**src/ost_pkg.sv**
```systemverilog
// Shared constants for oscillator select and trim control
`default_nettype none
package ost_pkg;
	localparam int          CLK_PERIOD_NS  = 10;
	localparam logic [7:0]  OFF_RC_TRIM    = 8'h97;
	localparam logic [7:0]  OFF_CHIP_CTRL  = 8'h9f;
	localparam logic [7:0]  OFF_PWR_MON    = 8'hac;
	localparam int          TRIM_W         = 6;
	localparam int          TRIM_LSB       = 0;
	localparam logic [5:0]  TRIM_MIDPOINT  = 6'h20;
	localparam int          BIT_PROG_EN_N  = 0;
	localparam logic        PROG_EN_N_RST  = 1'b1;
	localparam int          BIT_DETECT_EN  = 7;
	localparam int          BIT_LP_SAMPLE  = 2;
	localparam int          BIT_SUPPLY_LOW = 0;
	localparam logic        DETECT_EN_RST  = 1'b0;
	localparam logic        LP_SAMPLE_RST  = 1'b0;
	localparam logic [7:0]  RDATA_RST      = 8'h00;
	localparam int          INTERVAL_NS    = 12_800_000;
	localparam int          INTERVAL_CYC   = INTERVAL_NS / CLK_PERIOD_NS;
	localparam int          LOOK_NS        = 20;
	localparam int          LOOK_CYC       = (LOOK_NS + CLK_PERIOD_NS - 1) / CLK_PERIOD_NS;
endpackage
`default_nettype wire

```
**src/ost_osc_ctrl.sv**
```systemverilog
// Oscillator select, RC trim and supply sampling control top
//
// Notes on behaviour
// - Programming enable bit is active low
// - Programming enabled starts the fast internal RC
// - Low power sampling only counts when detecting
// - Normal mode compares supply continuously
// - Low power mode samples once per interval
// - No hysteresis in low power sampling
// - Gain bit low selects half amplifier gain
// - Dedicated bit enables crystal input filter
// - Source bit zero runs the internal RC
// - Speed bit zero uses divide-by-two path
// - Trim writes need the timed access window
// - Six bit trim, zero fastest, midpoint untrimmed
// - Trim starts from factory setting
// - Source bit one selects crystal or clock
// - Speed bit one bypasses the divider
`timescale 1ns/100ps
`default_nettype none
module ost_osc_ctrl #(
	parameter int SAMPLE_INTERVAL = ost_pkg::INTERVAL_CYC
) (
	input  wire logic       ref_clk,
	input  wire logic       rst_n,
	input  wire logic [7:0] sfr_addr,
	input  wire logic       sfr_wr,
	input  wire logic       sfr_rd,
	input  wire logic [7:0] sfr_wdata,
	output logic [7:0]      sfr_rdata,
	output logic            sfr_hit,
	input  wire logic       timed_access_open,
	input  wire logic       cfg_clock_source_select,
	input  wire logic       cfg_internal_rc_speed_select,
	input  wire logic       cfg_crystal_gain_reduce,
	input  wire logic       cfg_xtal_input_filter_enable,
	input  wire logic       cfg_supply_drop_detect_enable,
	input  wire logic [5:0] factory_trim,
	input  wire logic       supply_below,
	output logic [5:0]      rc_trim_value,
	output logic            in_system_programming,
	output logic            rc_osc_enable,
	output logic            rc_div2_select,
	output logic            sys_clk_from_xtal,
	output logic            xtal_amp_enable,
	output logic            xtal_gain_half,
	output logic            xtal_filter_enable,
	output logic            comparator_enable,
	output logic            slow_rc_enable,
	output logic            hysteresis_enable,
	output logic            sample_strobe,
	output logic            supply_low
);
	typedef struct packed {
		logic       loaded;
		logic [5:0] trim;
		logic       program_update_enable;
		logic       supply_drop_detect_enable;
		logic       low_power_supply_sampling;
		logic [7:0] rdata;
	} ost_regs_t;

	ost_regs_t s;
	ost_regs_t next_s;
	logic      wr_ok;
	logic      wr_trim;
	logic      wr_chip;
	logic      wr_pmon;

	function automatic logic is_mapped(input logic [7:0] a);
		return (a == ost_pkg::OFF_RC_TRIM) || (a == ost_pkg::OFF_CHIP_CTRL) ||
			(a == ost_pkg::OFF_PWR_MON);
	endfunction

	function automatic logic [7:0] read_value(input logic [7:0] a, input ost_regs_t r, input logic low);
		logic [7:0] v;
		v = 8'h00;
		case (a)
			ost_pkg::OFF_RC_TRIM: begin
				v[ost_pkg::TRIM_LSB +: ost_pkg::TRIM_W] = r.trim;
			end
			ost_pkg::OFF_CHIP_CTRL: begin
				v[ost_pkg::BIT_PROG_EN_N] = r.program_update_enable;
			end
			ost_pkg::OFF_PWR_MON: begin
				v[ost_pkg::BIT_DETECT_EN]  = r.supply_drop_detect_enable;
				v[ost_pkg::BIT_LP_SAMPLE]  = r.low_power_supply_sampling;
				v[ost_pkg::BIT_SUPPLY_LOW] = low;
			end
			default: begin
				v = 8'h00;
			end
		endcase
		return v;
	endfunction

	assign sfr_hit = is_mapped(sfr_addr);
	assign wr_ok   = sfr_wr && timed_access_open;
	assign wr_trim = wr_ok && (sfr_addr == ost_pkg::OFF_RC_TRIM);
	assign wr_chip = wr_ok && (sfr_addr == ost_pkg::OFF_CHIP_CTRL);
	assign wr_pmon = wr_ok && (sfr_addr == ost_pkg::OFF_PWR_MON);

	always_comb begin
		next_s = s;
		if (!s.loaded) begin
			// factory trim taken after reset release
			next_s.loaded                    = 1'b1;
			next_s.trim                      = factory_trim;
			next_s.supply_drop_detect_enable = cfg_supply_drop_detect_enable;
		end
		if (wr_trim) begin
			// trim occupies bits five to zero
			next_s.trim = sfr_wdata[ost_pkg::TRIM_LSB +: ost_pkg::TRIM_W];
		end
		if (wr_chip) begin
			next_s.program_update_enable = sfr_wdata[ost_pkg::BIT_PROG_EN_N];
		end
		if (wr_pmon) begin
			next_s.supply_drop_detect_enable = sfr_wdata[ost_pkg::BIT_DETECT_EN];
			next_s.low_power_supply_sampling = sfr_wdata[ost_pkg::BIT_LP_SAMPLE];
		end
		if (sfr_rd) begin
			next_s.rdata = read_value(sfr_addr, s, supply_low);
		end
	end

	always_ff @(posedge ref_clk or negedge rst_n) begin
		if (!rst_n) begin
			s <= '{loaded: 1'b0,
				trim: ost_pkg::TRIM_MIDPOINT,
				program_update_enable: ost_pkg::PROG_EN_N_RST,
				supply_drop_detect_enable: ost_pkg::DETECT_EN_RST,
				low_power_supply_sampling: ost_pkg::LP_SAMPLE_RST,
				rdata: ost_pkg::RDATA_RST};
		end else begin
			s <= next_s;
		end
	end

	assign sfr_rdata             = s.rdata;
	assign rc_trim_value         = s.trim;
	assign in_system_programming = !s.program_update_enable;

	ost_clk_route u_route (
		.ref_clk                  (ref_clk),
		.rst_n                    (rst_n),
		.clock_source_select      (cfg_clock_source_select),
		.internal_rc_speed_select (cfg_internal_rc_speed_select),
		.crystal_gain_reduce      (cfg_crystal_gain_reduce),
		.xtal_input_filter_enable (cfg_xtal_input_filter_enable),
		.program_update_enable    (s.program_update_enable),
		.rc_osc_enable            (rc_osc_enable),
		.rc_div2_select           (rc_div2_select),
		.sys_clk_from_xtal        (sys_clk_from_xtal),
		.xtal_amp_enable          (xtal_amp_enable),
		.xtal_gain_half           (xtal_gain_half),
		.xtal_filter_enable       (xtal_filter_enable)
	);

	ost_supply_sampler #(
		.INTERVAL (SAMPLE_INTERVAL),
		.LOOK_LEN (ost_pkg::LOOK_CYC)
	) u_sampler (
		.ref_clk           (ref_clk),
		.rst_n             (rst_n),
		.detect_enable     (s.supply_drop_detect_enable),
		.low_power         (s.low_power_supply_sampling),
		.supply_below      (supply_below),
		.comparator_enable (comparator_enable),
		.slow_rc_enable    (slow_rc_enable),
		.hysteresis_enable (hysteresis_enable),
		.sample_strobe     (sample_strobe),
		.supply_low        (supply_low)
	);

	// Helper: cycles since the last sample in steady low power mode
	localparam int GAP_W = $clog2(SAMPLE_INTERVAL + ost_pkg::LOOK_CYC + 2);
	localparam logic [GAP_W-1:0] GAP_PERIOD = GAP_W'(SAMPLE_INTERVAL + ost_pkg::LOOK_CYC);
	logic [GAP_W-1:0] gap;
	logic             gap_valid;

	always_ff @(posedge ref_clk or negedge rst_n) begin
		if (!rst_n) begin
			gap       <= '0;
			gap_valid <= 1'b0;
		end else if (!(s.supply_drop_detect_enable && s.low_power_supply_sampling)) begin
			gap       <= '0;
			gap_valid <= 1'b0;
		end else if (sample_strobe) begin
			gap       <= GAP_W'(1);
			gap_valid <= 1'b1;
		end else if (gap != GAP_PERIOD) begin
			gap <= gap + GAP_W'(1);
		end
	end
endmodule
`default_nettype wire

```
**src/ost_clk_route.sv**
```systemverilog
// Registered clock source, divider and crystal amplifier steering
`timescale 1ns/100ps
`default_nettype none
module ost_clk_route (
	input  wire logic ref_clk,
	input  wire logic rst_n,
	input  wire logic clock_source_select,
	input  wire logic internal_rc_speed_select,
	input  wire logic crystal_gain_reduce,
	input  wire logic xtal_input_filter_enable,
	input  wire logic program_update_enable,
	output logic      rc_osc_enable,
	output logic      rc_div2_select,
	output logic      sys_clk_from_xtal,
	output logic      xtal_amp_enable,
	output logic      xtal_gain_half,
	output logic      xtal_filter_enable
);
	typedef struct packed {
		logic rc_on;
		logic div2;
		logic xtal_sel;
		logic half_gain;
		logic filter;
	} ost_route_t;

	ost_route_t s;
	ost_route_t next_s;

	always_comb begin
		next_s.xtal_sel  = clock_source_select;
		next_s.rc_on     = !clock_source_select || !program_update_enable;
		next_s.div2      = !internal_rc_speed_select;
		next_s.half_gain = !crystal_gain_reduce;
		next_s.filter    = xtal_input_filter_enable;
	end

	always_ff @(posedge ref_clk or negedge rst_n) begin
		if (!rst_n) begin
			s <= '0;
		end else begin
			s <= next_s;
		end
	end

	assign rc_osc_enable      = s.rc_on;
	assign rc_div2_select     = s.div2;
	assign sys_clk_from_xtal  = s.xtal_sel;
	assign xtal_amp_enable    = s.xtal_sel;
	assign xtal_gain_half     = s.half_gain;
	assign xtal_filter_enable = s.filter;
endmodule
`default_nettype wire

```
**src/ost_supply_sampler.sv**
```systemverilog
// Supply comparison scheduler: continuous or interval sampling
`timescale 1ns/100ps
`default_nettype none
module ost_supply_sampler #(
	parameter int INTERVAL = ost_pkg::INTERVAL_CYC,
	parameter int LOOK_LEN = ost_pkg::LOOK_CYC
) (
	input  wire logic ref_clk,
	input  wire logic rst_n,
	input  wire logic detect_enable,
	input  wire logic low_power,
	input  wire logic supply_below,
	output logic      comparator_enable,
	output logic      slow_rc_enable,
	output logic      hysteresis_enable,
	output logic      sample_strobe,
	output logic      supply_low
);
	localparam int CW = $clog2(INTERVAL + LOOK_LEN + 1);

	typedef enum logic [1:0] {SMP_OFF, SMP_CONT, SMP_WAIT, SMP_LOOK} ost_smp_mode_t;
	typedef struct packed {
		ost_smp_mode_t   mode;
		logic [CW-1:0]   cnt;
		logic            low;
		logic            strobe;
	} ost_smp_t;

	ost_smp_t s;
	ost_smp_t next_s;

	always_comb begin
		next_s = s;
		next_s.strobe = 1'b0;
		if (!detect_enable) begin
			next_s.mode = SMP_OFF;
			next_s.cnt  = '0;
			next_s.low  = 1'b0;
		end else if (!low_power) begin
			next_s.mode = SMP_CONT;
			next_s.cnt  = '0;
			next_s.low  = supply_below;
		end else begin
			case (s.mode)
				SMP_WAIT: begin
					if (s.cnt == CW'(INTERVAL - 1)) begin
						next_s.mode = SMP_LOOK;
						next_s.cnt  = '0;
					end else begin
						next_s.cnt = s.cnt + CW'(1);
					end
				end
				SMP_LOOK: begin
					if (s.cnt == CW'(LOOK_LEN - 1)) begin
						next_s.low    = supply_below;
						next_s.strobe = 1'b1;
						next_s.mode   = SMP_WAIT;
						next_s.cnt    = '0;
					end else begin
						next_s.cnt = s.cnt + CW'(1);
					end
				end
				default: begin
					next_s.mode = SMP_WAIT;
					next_s.cnt  = '0;
				end
			endcase
		end
	end

	always_ff @(posedge ref_clk or negedge rst_n) begin
		if (!rst_n) begin
			s <= '{mode: SMP_OFF, cnt: '0, low: 1'b0, strobe: 1'b0};
		end else begin
			s <= next_s;
		end
	end

	assign comparator_enable = (s.mode == SMP_CONT) || (s.mode == SMP_LOOK);
	assign slow_rc_enable    = (s.mode == SMP_WAIT) || (s.mode == SMP_LOOK);
	assign hysteresis_enable = (s.mode == SMP_CONT);
	assign sample_strobe     = s.strobe;
	assign supply_low        = s.low;
endmodule
`default_nettype wire

```
**config.mk**
```make
export PLATFORM = sky130hd
export DESIGN_NAME = ost_osc_ctrl
export DESIGN_NICKNAME = d
export VERILOG_FILES = /design/src/ost_pkg.sv /design/src/ost_osc_ctrl.sv /design/src/ost_clk_route.sv /design/src/ost_supply_sampler.sv
export SDC_FILE = /design/constraint.sdc
export NUM_CORES = 1
export LEC_CHECK = 0
export ABC_AREA = 1
export BUFFER_PORTS_ARGS = -buffer_cell sky130_fd_sc_hd__buf_2
export CAP_MARGIN = 20
export CORE_MARGIN = 5
export CORE_UTILIZATION = 40
export CTS_BUF_LIST = sky130_fd_sc_hd__clkbuf_8 sky130_fd_sc_hd__clkbuf_16
export DETAILED_ROUTE_END_ITERATION = 8
export GPL_TIMING_DRIVEN = 0
export SLEW_MARGIN = 20
export SYNTH_ARGS = -nofsm -noshare
export SYNTH_HDL_FRONTEND = slang
export SYNTH_SLANG_ARGS = --single-unit
export TNS_END_PERCENT = 30
```
**constraint.sdc**
```tcl
create_clock -name ref_clk -period 3.2 [get_ports ref_clk]
set_input_delay 0 -clock ref_clk [delete_from_list [all_inputs] [get_ports ref_clk]]
set_output_delay 0 -clock ref_clk [all_outputs]
set_load 0.005 [all_outputs]
```
# Word-level counts from Yosys, hierarchy flattened
# Index checks and enable logic that the tools add are counted.
[word_totals]
elab_cells = 65
ff_bits = 47
inputBits = 33
[classes]
add_sub_neg = 1
mux = 20
n_eq_ne = 14
reduce_logical = 15
[ops]
columns = ["operator", "count"]
rows = [
  ["2-to-1 mux 24 bit", 2],
  ["one-hot mux 23 bit (2 select lines)", 1],
  ["2-to-1 mux 21 bit", 2],
  ["equality test 8 bit (second input constant)", 3],
  ["adder 21 x 1 -> 21 bit (second input constant)", 1],
  ["equality test 21 x 1 -> 1 bit (second input constant)", 1],
  ["equality test 21 bit (second input constant)", 1],
  ["2-to-1 mux 6 bit", 2],
  ["2-to-1 mux 2 bit", 5],
  ["inequality test 4 x 3 -> 1 bit (second input constant)", 2],
  ["inequality test 3 x 2 -> 1 bit (second input constant)", 2],
  ["logical OR 1 bit", 5],
  ["2-to-1 mux 1 bit", 5],
  ["equality test 2 bit (second input constant)", 2],
  ["logical AND 1 bit", 4],
  ["zero test 1 bit", 4],
  ["inequality test 2 x 1 -> 1 bit (second input constant)", 2],
  ["AND reduction 2 bit", 2],
  ["2-to-1 mux 3 bit", 1],
  ["one-hot mux 1 bit (3 select lines)", 1],
  ["equality test 2 x 1 -> 1 bit (second input constant)", 1],
  ["one-hot mux 1 bit (2 select lines)", 1],
]

# Logic depth before layout (Yosys ltp)
[logic_depth]
word_depth = 5
depth_mapped = 10
depth_no_buf = 9

# By module
# A second synthesis with hierarchy kept.
[unflattened]
hier_cells = 368
area_unflattened_um2 = 2763.9
[modules_own_cells]
columns = ["mod", "area_each_um2", "n_inst", "cells_each"]
rows = [
  ["ost_supply_sampler", 1624.1, 1, 229],
  ["ost_osc_ctrl", 996.0, 1, 130],
  ["ost_clk_route", 143.9, 1, 9],
]

# Worst setup path before layout
# OpenSTA, ideal clock, no wires.
[synth_timing]
kind = "register to register"
start = "register u_sampler.s[2] in the netlist's numbering"
end = "register u_sampler.s[15] in the netlist's numbering"
stages_incl_launch_ff = 10
arrival_ns = 1.395
synth_period_minus_slack_ns = 1.516
setup_ns = 0.121
path_slack_ns = 1.684
cell_sequence = "dfrtp_1 ha_1 nand3_2 nor3_4 nand3_1 nand2_1 nand2_2 nand2_4 buf_6 nor2_1"
[synth_lines]
columns = ["element", "line_no", "rtl"]
rows = [
  ["from (decl)", "ost_supply_sampler.sv:29", "ost_smp_t s;"],
  ["from (signal assigned)", "ost_supply_sampler.sv:73", "s <= '{mode: SMP_OFF, cnt: '0, low: 1'b0, strobe: 1'b0};"],
  ["from (signal assigned)", "ost_supply_sampler.sv:75", "s <= next_s;"],
]

==> metrics.cfg <==
[timing]
fin_hold_ws_ps = 17.89
setup_viol = 0
tightest_slew_ps = 601.0
fin_skew_ps = 8.838
clock.fmax_mhz = 563.1
slew_headroom = 0.5993
setup_tns_ps = 0
hold_viol_final = 0
final_max_slew_viol_count = 0
fin_crit_ps = 1776
period_share = 0.5550
rsz0062_at_grt = false

[cts]
cts_tree = built
clk_path_buf_depth = 2
cts_buffers = 5
clkTransAtPathRegs_ps = 90
insertion_delay_ps = 300
cts.htree.levels = 2
cts_root_buf = clkbuf_8
cts.sinks = 47
post_cts_resized = 0

[place]
gp_congestion = 0.8039
post-dp-hpwl_mm = 4.160
port_buffers = 56

[detailed_routing]
drt-total-wl_mm = 5.726
drc_errors = 0
drtIter0Drc = 97
via_per_inst = 4.587
drt_pass1_iterations = 4
wl_per_cell_um = 11.95
vias = 2197
drtAntennaViolNets = 0

[global_routing]
antenna_found_initial = 0
grt_max_degree = 48
overflow = 0
grt_pass1_vias = 2160
grt_pass1_wl_mm = 9.880
grt.total_usage = 0.1589

[logic_synthesis]
ys_ff_latch = 47
synthCells = 321
synth_area_per_cell_um2 = 7.807
syn-num-nets = 356
syn_area_mm2 = 0.002506
synth_cell_types = 30
yosys_warnings = 0
seq_area_frac_synth = 0.4703

[die]
start_util = 0.4183
fp.dieW_um = 89.16
core_region_area_mm2 = 0.005991
die_h_um = 89.16
std_cell_rows = 28
io_pins = 60
dieArea_mm2 = 0.007949

[run]
max-cap-violations = 0

[power]
p_leak_nw = 1.598
ir_worst_vdd_v = 0.0002231
power.density_mw_per_mm2 = 351.7

[critical_path]
worstPathRequired_ps = 3400
endpoint_kind = flop
critPathKind = flop to flop
arrival_ps = 1970
cp_max_fo = 10
start_kind = flop

[final_layout]
syn_to_final_growth_pct = 26.26
nets = 438
drive_above_1_share = 0.2351
antennaDiodeCount = 0
fillers = 587

[run_status]
status = completed

[worst_hold_path]
hp-class = input pin to flop

-- metal layers --
metal  global-route usage  wire (um)  up-vias  part of all wire
met1               0.2210       2738      995              0.48
met4              0.05277         98        0             0.017
met3              0.04793        390        9             0.068
li1                     -          -     1146                 -
met2               0.2364       2498       47              0.44
met5                    0          0        -                 0
-- cell usage in the layout (no fill, tap or decap) --
| master | count |
|---|---|
| buf_2 | 57 |
| dfrtp_1 | 45 |
| a21oi_1 | 1 |
| o21ai_0 | 10 |
| o21bai_1 | 3 |
| nand2_2 | 3 |
| nor3_4 | 1 |
| clkbuf_8 | 6 |
| nor3b_1 | 1 |
| clkinv_2 | 1 |
| buf_6 | 1 |
| or2_2 | 2 |
| buf_4 | 16 |
| a31oi_1 | 1 |
| ha_1 | 2 |
| nor2_2 | 1 |
| nor3_1 | 1 |
| xnor2_1 | 5 |
| mux2_2 | 1 |
| nand3_2 | 1 |
| xor2_1 | 9 |
| nor3_2 | 1 |
| clkbuf_1 | 3 |
| dfstp_2 | 2 |
| nor2_4 | 1 |
| nand4_1 | 4 |
| nand2_4 | 1 |
| conb_1 | 2 |
| nand3_1 | 32 |
| dlygate4sd3_1 | 19 |
| inv_1 | 31 |
| nand2_1 | 78 |
| nor2_1 | 62 |
-- synth_stat cells (all sizes together) --
cell    instances  share of area
xor2            9          0.031
or2             2         0.0050
o21bai          3         0.0090
xnor2           5          0.017
ha              2          0.010
dfstp           2          0.021
nor3b           1         0.0030
o21ai          10          0.020
buf            18          0.053
inv            30          0.045
nor2           64           0.10
nand2          82           0.13
a31oi           1         0.0025
nor3            3          0.012
nand4           4          0.010
a21oi           1         0.0020
clkbuf          3         0.0045
nand3          33          0.068
dfrtp          45           0.45
mux2            1         0.0045
conb            2         0.0030
-- logic make-up after synthesis --
group,Yosys count,synth area share
and+or+nand+nor,189,0.3270
buffers and inverters,51,0.1028
DFF,47,0.4703
AOI/OAI and AO/OA,15,0.03345
xor gates and xnor gates,14,0.04893
adders and majority gates,2,0.009983
other,2,0.002997
muxes,1,0.004493
-- per-stage QoR --
step | cells | worst slack [ps] | util | area, um2 | power (mW)
2_1_floorplan | 321 | 1684 | - | 2506 | 0.6753
3_3_place_gp | 452 | 1450 | 0.4808 | 2880 | 0.7304
3_5_place_dp | 452 | 1406 | 0.4808 | 2880 | 0.7316
4_1_cts | 479 | 1390 | 0.5278 | 3162 | 1.130
5_1_grt | 479 | 1295 | 0.5282 | 3164 | 1.169
6_report | 479 | 1424 | 0.5282 | 3164 | 1.113
-- worst paths after layout --
kind | startpoint | slack [ps] | to | cells after the start
setup / recovery | u_sampler.s[2]$_DFF_PN0_ | 1420 | u_sampler.s[22]$_DFF_PN0_ | 9
hold / removal | supply_below | 20 | u_sampler.supply_low$_DFFE_PN0P_ | 4
setup reg to reg | u_sampler.s[2]$_DFF_PN0_ | 1420 | u_sampler.s[22]$_DFF_PN0_ | 9
hold reg to reg | s[10]$_DFFE_PN1P_ | 470 | u_route.rc_osc_enable$_DFF_PN0_ | 1
max in group asynchronous | rst_n | 2550 | sfr_rdata[2]$_DFFE_PN0P_ | 2
min in group asynchronous | rst_n | 240 | u_sampler.s[14]$_DFF_PN0_ | 2
-- report_power, final --
part	internal, mW	leakage [nW]	switching (mW)
sequential	0.611	0.621	0.0122
clock	0.172	0.0524	0.201
combinational	0.0659	0.924	0.0513
-- critical path: stages, from the launching register on --
cell and delay, ps:
dfrtp_1 410, ha_1 220, nand3_2 150, nor3_4 210, nand3_1 120, nand2_1 100, nand2_2 110, nand2_4 140
buf_6 160, nor2_1 50
-- flip-flops by register name, summed over array words and instances (netlist names) --
| name | flops |
|---|---|
| u_route.rc_osc_enable | 1 |
| s | 4 |
| u_route.xtal_gain_half | 1 |
| u_route.rc_div2_select | 1 |
| sfr_rdata | 7 |
| rc_trim_value | 6 |
| u_sampler.sample_strobe | 1 |
| u_route.xtal_filter_enable | 1 |
| u_sampler.supply_low | 1 |
| u_route.sys_clk_from_xtal | 1 |
| u_sampler.s | 23 |
-- repair_timing --
| item | CTS | global route |
|---|---|---|
| hold buffers | 19 | 0 |
| endpoints found under the setup margin | 0 | 0 |
| setup buffers | 0 | 0 |
| endpoints found under the hold margin | 59 | 0 |
-- cell type report --
type / count / area, um2 / share of cell area
clock inverter: 2 / 8.758 / 0.002768
buffer: 21 / 145.1 / 0.04587
sequential: 47 / 1179 / 0.3725
multi-input combinational: 223 / 1070 / 0.3381
tap: 75 / 93.84 / 0.02966
clock buffer: 6 / 82.58 / 0.02610
timing repair buffer: 75 / 473.0 / 0.1495
inverter: 30 / 112.6 / 0.03559
(Power assumes the default switching activity.)
